**src/verilog/cup_defines.svh**
```systemverilog
`ifndef CUP_DEFINES_SVH
`define CUP_DEFINES_SVH

// ----------------------------------------
// Unit mode select encodings
// ----------------------------------------
`define CUP_MODE_OFF 4'h0
`define CUP_MODE_CAP_FALL 4'h4
`define CUP_MODE_CAP_RISE 4'h5
`define CUP_MODE_CAP_RISE4 4'h6
`define CUP_MODE_CAP_RISE16 4'h7

// ----------------------------------------
// Prescaler terminal counts (edges minus one)
// ----------------------------------------
`define CUP_PS_LAST_1 4'h0
`define CUP_PS_LAST_4 4'h3
`define CUP_PS_LAST_16 4'hF

// ----------------------------------------
// Timebase timer modes
// ----------------------------------------
`define CUP_TMR_TIMER 2'h0
`define CUP_TMR_SYNC 2'h1
`define CUP_TMR_ASYNC 2'h2

// ----------------------------------------
// Instruction clock divider (Fosc/4)
// ----------------------------------------
`define CUP_INSTR_DIV 4
`define CUP_DIV_LAST 2'h3
`define CUP_TMR_ONE 16'h0001

`endif

```
**src/verilog/cup_pkg.sv**
```systemverilog
`include "cup_defines.svh"

package cup_pkg;

  typedef enum logic [1:0] {
    CUP_TM_TIMER = `CUP_TMR_TIMER,
    CUP_TM_SYNC = `CUP_TMR_SYNC,
    CUP_TM_ASYNC = `CUP_TMR_ASYNC
  } cup_tmr_mode_t;

  typedef struct packed {
    logic prev;
    logic [3:0] cnt;
    logic evt;
  } cup_pre_state_t;

  typedef struct packed {
    logic pin_s1;
    logic pin_s2;
    logic ext_s1;
    logic ext_s2;
    logic ext_prev;
    logic [1:0] div;
    logic [15:0] tmr;
    logic [15:0] hold;
    logic flag;
    logic irq;
    logic [3:0] mode_q;
    logic en_q;
  } cup_top_state_t;

  function automatic logic cup_is_capture(input logic [3:0] mode);
    return (mode == `CUP_MODE_CAP_FALL) || (mode == `CUP_MODE_CAP_RISE) ||
           (mode == `CUP_MODE_CAP_RISE4) || (mode == `CUP_MODE_CAP_RISE16);
  endfunction

  function automatic logic [3:0] cup_ps_last(input logic [3:0] mode);
    case (mode)
      `CUP_MODE_CAP_RISE4: return `CUP_PS_LAST_4;
      `CUP_MODE_CAP_RISE16: return `CUP_PS_LAST_16;
      default: return `CUP_PS_LAST_1;
    endcase
  endfunction

endpackage

```
**src/verilog/cup_pre_if.sv**
```systemverilog
`timescale 1ns/1ps
`default_nettype none

interface cup_pre_if;
  logic pin_lvl;
  logic active;
  logic [3:0] mode;
  logic evt;

  modport top (output pin_lvl, output active, output mode, input evt);
  modport pre (input pin_lvl, input active, input mode, output evt);
endinterface

`default_nettype wire

```
**src/verilog/cup_prescaler.sv**
```systemverilog
`timescale 1ns/1ps
`default_nettype none
`include "cup_defines.svh"

module cup_prescaler
  import cup_pkg::*;
(
  input wire logic i_clock,
  input wire logic i_rst_n,
  cup_pre_if.pre bus
);

  cup_pre_state_t st_r;
  cup_pre_state_t st_nxt;
  logic hit;

  // ----------------------------------------
  // Edge qualify and count
  // ----------------------------------------
  always_comb begin
    st_nxt = st_r;
    st_nxt.prev = bus.pin_lvl;
    st_nxt.evt = 1'b0;
    if (bus.mode == `CUP_MODE_CAP_FALL) begin
      hit = st_r.prev & ~bus.pin_lvl;
    end else begin
      hit = ~st_r.prev & bus.pin_lvl;
    end
    if (!bus.active) begin
      st_nxt.cnt = '0;
    end else if (hit) begin
      // Count kept across setting changes
      if (st_r.cnt >= cup_ps_last(bus.mode)) begin
        st_nxt.cnt = '0;
        st_nxt.evt = 1'b1;
      end else begin
        st_nxt.cnt = st_r.cnt + 4'h1;
      end
    end
  end

  always_ff @(posedge i_clock) begin
    if (!i_rst_n) begin
      st_r <= '0;
    end else begin
      st_r <= st_nxt;
    end
  end

  assign bus.evt = st_r.evt;
endmodule

`default_nettype wire

```
**src/verilog/cup_capture_unit.sv**
```systemverilog
// Behaviour
// - Changing the capture mode may raise a spurious capture interrupt flag.
// - The edge prescaler has four settings chosen by the 4-bit mode select field.
// - The prescaler count is cleared while the unit is off or not in a capture mode.
// - Any reset clears the prescaler count.
// - Switching between prescale settings keeps the count and may raise a spurious capture.
// - The timebase counts either instruction clock ticks or external clock edges.
// - On the instruction clock the timebase stops during sleep.
// - After sleep the timebase continues from its held value without reload.
// - On an external clock the timebase keeps running during sleep; capture runs only in the synchronous mode, never in async.
`timescale 1ns/1ps
`default_nettype none
`include "cup_defines.svh"

module cup_capture_unit
  import cup_pkg::*;
(
  input wire logic i_clock,
  input wire logic i_rst_n,
  input wire logic i_capture_input_pin,
  input wire logic i_ext_timebase_clk,
  input wire logic [1:0] i_timer_mode,
  input wire logic i_unit_enable,
  input wire logic [3:0] i_unit_mode_select,
  input wire logic i_sleep,
  input wire logic i_capture_irq_enable,
  input wire logic i_capture_irq_flag_clear,
  output logic [15:0] o_timebase_count_pair,
  output logic [15:0] o_capture_holding_pair,
  output logic o_capture_irq_flag,
  output logic o_capture_irq
);

  cup_top_state_t st_r;
  cup_top_state_t st_nxt;
  cup_pre_if pre_bus ();
  logic ext_edge;
  logic instr_tick;
  logic tmr_inc;
  logic mode_chg;
  logic cap_ok;

  // ----------------------------------------
  // Edge prescaler
  // ----------------------------------------
  assign cap_ok = i_timer_mode != `CUP_TMR_ASYNC;
  assign pre_bus.pin_lvl = st_r.pin_s2;
  assign pre_bus.mode = i_unit_mode_select;
  assign pre_bus.active = i_unit_enable && cup_is_capture(i_unit_mode_select) && cap_ok;

  cup_prescaler u_prescaler (
    .i_clock (i_clock),
    .i_rst_n (i_rst_n),
    .bus (pre_bus)
  );

  // ----------------------------------------
  // Timebase, capture and flag
  // ----------------------------------------
  always_comb begin
    st_nxt = st_r;
    st_nxt.pin_s1 = i_capture_input_pin;
    st_nxt.pin_s2 = st_r.pin_s1;
    st_nxt.ext_s1 = i_ext_timebase_clk;
    st_nxt.ext_s2 = st_r.ext_s1;
    st_nxt.ext_prev = st_r.ext_s2;
    st_nxt.div = st_r.div + 2'h1;
    ext_edge = st_r.ext_s2 & ~st_r.ext_prev;
    instr_tick = st_r.div == `CUP_DIV_LAST;
    if (i_timer_mode == `CUP_TMR_TIMER) begin
      tmr_inc = instr_tick && !i_sleep;
    end else begin
      tmr_inc = ext_edge;
    end
    if (tmr_inc) begin
      st_nxt.tmr = st_r.tmr + `CUP_TMR_ONE;
    end
    st_nxt.mode_q = i_unit_mode_select;
    st_nxt.en_q = i_unit_enable;
    mode_chg = i_unit_enable && st_r.en_q && i_unit_mode_select != st_r.mode_q;
    if (i_capture_irq_flag_clear) begin
      st_nxt.flag = 1'b0;
    end
    if (pre_bus.evt) begin
      st_nxt.hold = st_r.tmr;
      st_nxt.flag = 1'b1;
    end
    if (mode_chg) begin
      st_nxt.flag = 1'b1;
    end
    st_nxt.irq = st_nxt.flag && i_capture_irq_enable;
  end

  always_ff @(posedge i_clock) begin
    if (!i_rst_n) begin
      st_r <= '0;
    end else begin
      st_r <= st_nxt;
    end
  end

  assign o_timebase_count_pair = st_r.tmr;
  assign o_capture_holding_pair = st_r.hold;
  assign o_capture_irq_flag = st_r.flag;
  assign o_capture_irq = st_r.irq;
endmodule

`default_nettype wire

```
**config.mk**
```make
export PLATFORM = sky130hd
export DESIGN_NAME = cup_capture_unit
export DESIGN_NICKNAME = d
export VERILOG_FILES = /design/src/verilog/cup_pkg.sv /design/src/verilog/cup_pre_if.sv /design/src/verilog/cup_prescaler.sv /design/src/verilog/cup_capture_unit.sv
export VERILOG_INCLUDE_DIRS = /design/src /design/src/verilog
export SDC_FILE = /design/constraint.sdc
export NUM_CORES = 1
export LEC_CHECK = 0
export BUFFER_PORTS_ARGS = -buffer_cell sky130_fd_sc_hd__buf_2
export CAP_MARGIN = 0
export CORE_UTILIZATION = 59
export CTS_CLUSTER_DIAMETER = 50
export DETAILED_ROUTE_END_ITERATION = 7
export GPL_ROUTABILITY_DRIVEN = 1
export PLACE_DENSITY = 0.81
export SYNTH_ARGS = -nofsm -noshare
export SYNTH_HDL_FRONTEND = slang
export SYNTH_HIERARCHICAL = 1
export SYNTH_SLANG_ARGS = --single-unit
```
**constraint.sdc**
```tcl
create_clock -name i_clock -period 5.76 [get_ports i_clock]
set_clock_uncertainty 0.1 [all_clocks]
set_input_delay 1.152 -clock i_clock [delete_from_list [all_inputs] [get_ports i_clock]]
set_output_delay 1.152 -clock i_clock [all_outputs]
set_load 0.005 [all_outputs]
```
After elaboration in Yosys (flattened, before gate mapping)
Cells that the tools add are included.
W data, S select, Z words.

cells by class
  add/subtract/negate cells = 3
  magnitude comparators = 1
  equality and inequality tests = 7
  multiplexer cells = 10
  bitwise logic cells = 6
  reductions and logical operators = 13

operators with widths
  operator                 number
  $add A16 B1 Y16 const B  1
  $eq A4 B3 Y1 const B     4
  $mux W4                  3
  $pmux W4 S2              1
  $logic_and A1 B1 Y1      6
  $mux W1                  6
  $add A4 B1 Y4 const B    1
  $ge A4 B4 Y1             1
  $ne A4 B4 Y1             1
  $and A1 B1 Y1            3
  $logic_or A1 B1 Y1       3
  $not A1 Y1               3
  $reduce_and A3 Y1        1
  $add A2 B1 Y2 const B    1
  $eq A2 B2 Y1 const B     1
  $logic_not A2 Y1         1
  $ne A2 B2 Y1 const B     1
  $reduce_and A2 Y1        1
  $logic_not A1 Y1         1

word-level totals
  register bits = 52
  bits of input ports = 14
  output and inout port bits = 34
  word-level logic and storage cells = 55

Logic depth before layout (Yosys ltp)
  depth after elaboration = 9
  mapped depth = 7
  depth with buffers taken out = 7

Modules after synthesis
Netlist, hierarchy kept.

by module, submodules not included
  module            instances  cells each  area each (um2)  seq. area each (um2)
  cup_capture_unit  1          220         2079.5           920.9
  cup_prescaler     1          46          436.7            120.1

Least setup slack after synthesis
No wires, ideal clock.

  path kind = input-to-reg
  start = input port i_unit_mode_select[3]
  end = register u_prescaler/st_r[1] in the netlist's numbering
  library setup time = 84 ps
  arrival time = 2509 ps
  data required time = 5576 ps
  setup slack = 3067 ps
  stages = 7
  path buffers = 0
  cells stage by stage = and3b_1 nand2_1 ha_1 or3_1 o21ai_1 o21ai_1 o31ai_2

between the ends
  word-level cells in the longest chain between the ends = 7
  elaborated cells between the ends (all ways) = 16
  those cells by class = order compare (1); eq/ne (4); mux (5); reduce/logical (6)

ends and longest elaborated chain
  what                                                  RTL line                text
  start, declared                                       cup_capture_unit.sv:24  input wire logic [3:0] i_unit_mode_select,
  branches (longest 7 deep; another with $ge A4 B4 Y1)  --
  end signal, assigned                                  cup_prescaler.sv:46     st_r <= st_nxt;
  end, declared                                         cup_prescaler.sv:13     cup_pre_state_t st_r;

Parallel ways; which one is timed is not known. The select of a mux whose other input is x is not followed.
A chain may end at the register's enable or synchronous reset.

Final worst setup path
Ends and elaborated chain as after synthesis.

==> reports/metrics.cfg <==
[outcome]
status=complete, no violations

[sta]
finalHoldWorstSlack_ps=332.6
finalMaxSlewViolations=0
finalHoldViolCount=0
max_freq_ghz=0.3738
rsz0062_at_grt=false
final.setup.tns_ps=0
period_needed_ps=2675
max-slew-margin-rel_pct=31.69
fin_crit_sh_pct=46.44
setup_viol=0
worstMarginPinSlew_ps=1023

[hold_path]
hold_path.class=reg -> reg
worstHoldStart=st_r[39]
hold-path-cell-count=1
holdPathEnd=st_r[39]

[logic_synthesis]
ys_types=42
syn-cell-area_sq_um=2516
yosys_warnings=6
yosysSeqAreaShare_pct=41.37
avgSynthCellArea_sq_um=9.459
syn-instance-count=266
synth_fp_nets=287
ys_seq_elements=52

[cells_and_area]
fin_nets=299
layout_commonest_cell=dfxtp_1
stdcell_area_sq_um=2623
utilization_pct=64.63
antenna_cells=0
area_delta_synth_final_pct=4.227
most-common-layout-cells=dfxtp_1 (52), buf_2 (47), mux2i_1 (25)
final_layout_size_suffix_gt1_share_pct=22.94

[drt]
drc=0
wirelength_um=4162
vias_per_cell=5.325
dr_total_vias=1752
dr.first_iter.drc_count=65
wl_per_cell_um=12.65
dr.pass1.iters=6
ant_nets=0

[clock_tree]
clkLatencyLatePin_ps=310
cts_buffers=5
cts.clk_slew.worst_paths_ps=90
cts_root_buffer=clkbuf_8
post_cts_buffers=0
cts_max_path_buffers=2
cts_tree=done
clkSinkCount=52
holdBufCountCts=0
h-tree-depth=2
cts_resized=0

[die]
rows=23
die_height_um=67.31
pin_count=48
core_area_sq_um=4058
start_util_pct=62.01
die_width_um=67.31
dieArea_sq_um=4530

[worst_setup_path]
slowest_delay_ps=490
cp_top_family=compound AO/OA/AOI/OAI gates
critPathMaxFanout=6
cp_data_arrival_time_ps=2800
criticalPathCategory=in -> reg
regToRegSetupSlack_ps=3760
r2r_end=u_prescaler/st_r[1]
path_cells=buf_2, and3b_1, ha_1, nand2b_4, a2111oi_4, o21ai_1, o31ai_2
rr_worst_depth=6
crit_path_end_kind=register
cp_num_buf_inv=1
r2r-start=u_prescaler/st_r[1]
crit_path_top_delay_cell=a2111oi_4
startpoint_type=input pin
worstPathRequired_ps=5890

[flow_run]
drv_cap=0

[grt]
overflow=0
antenna_found_initial=0
grt_pass1_vias=1499
grt_usage_pct=20.50
grt_pass1_wl_um=6810
grt_max_degree=32

[pwr]
p_per_area_nw_per_um2=234.6
power_leakage_nw=1.053
ir_drop_mv=0.1769

[placement]
placed_cell_area_sq_um=2530
io_buffers=47
gp_congestion=0.7916
dp_hpwl_um=2891

==> cell type report <==
type | instances | area (sq um)
Multi-Input combinational cell | 166 | 1169
Sequential cell | 52 | 1041
Tap cell | 50 | 62.56
Timing Repair Buffer | 47 | 235.2
Fill cell | 347 | 1435
Clock inverter | 2 | 10.01
Inverter | 6 | 22.52
Clock buffer | 6 | 82.58
==> state kept, by name, indices dropped and copies added, names as in the netlist <==
name	count
o_capture_holding_pair	16
o_timebase_count_pair	16
st_r	8
u_prescaler/st_r	5
st_nxt	3
o_capture_irq	1
o_capture_irq_flag	1
pre_bus.pin_lvl	1
u_prescaler/bus.evt	1
==> where the power goes <==
group | switching (W) | total, W | leakage (nW) | internal (W)
clock network | 0.000117 | 0.000213 | 0.0510 | 0.0000961
registers | 0.00000315 | 0.000368 | 0.422 | 0.000365
logic | 0.0000193 | 0.0000342 | 0.580 | 0.0000149
==> worst max path at each step <==
stage | start | to | slack, ps | cells past startpoint
3_5_place_dp | i_unit_mode_select[3] | u_prescaler/st_r[1] | 2780 | 8
5_1_grt | i_unit_mode_select[3] | u_prescaler/st_r[1] | 3000 | 7
6_report | i_unit_mode_select[3] | u_prescaler/st_r[1] | 3080 | 7
2_1_floorplan | i_unit_mode_select[3] | u_prescaler/st_r[1] | 3070 | 7
4_1_cts | i_unit_mode_select[3] | u_prescaler/st_r[1] | 3100 | 7
3_3_place_gp | i_unit_mode_select[3] | u_prescaler/st_r[1] | 2850 | 8
==> Yosys cell counts, drive strengths merged <==
library cell   n  area, sq um
nor2b          2        12.51
mux2           1        11.26
nand3          8        40.04
o2111ai        1        8.760
o21ai          6        30.02
nand2         19        71.32
nand4          2        18.77
nor3           1        5.000
nor2          21        78.83
xor2           1        8.760
and3           4        25.02
a311o          1        10.01
o31ai          6        50.05
buf           36        267.8
xnor2          4        35.03
ha             7        87.58
inv            5        18.77
or3            3        18.77
dfxtp         52         1041
or2            1        6.260
nor4           6        37.54
and2          14        87.58
o211ai         2        15.01
nand2b        10        70.06
and3b          1        8.760
nor4b          4        56.30
a31oi          3        18.77
clkinv         1        3.750
mux2i         25        250.2
a2111oi        1        27.53
a21oi          7        35.03
clkbuf         6        22.52
or4            5        37.54
==> per-layer routing <==
metal  GRT usage, %  vias to the layer above  share of wire [%]
li1               -                      914                  -
met5              0                        -                  0
met2          31.00                       42                 43
met1          26.92                      790                 50
met4          8.777                        0                1.7
met3          6.081                        6                4.9
==> logic make-up after synthesis <==
kind of cell	synth area share, %
buffers and inverters	12.43
XOR/XNOR	1.740
AO/OA/AOI/OAI	7.757
multiplexers	10.39
flip-flops	41.37
adder cells (fa/ha/maj)	3.481
AND/OR/NAND/NOR	22.82
==> stage by stage <==
stage / cells / power, W / setup slack, ps
floorplan: 266 / 0.0003997 / 3067
global placement: 321 / 0.0004096 / 2850
detailed placement: 321 / 0.0004111 / 2776
CTS: 329 / 0.0006218 / 3099
global route: 329 / 0.0006411 / 3001
finish: 329 / 0.0006152 / 3085
No activity file was read; power rests on OpenSTA's default activity.
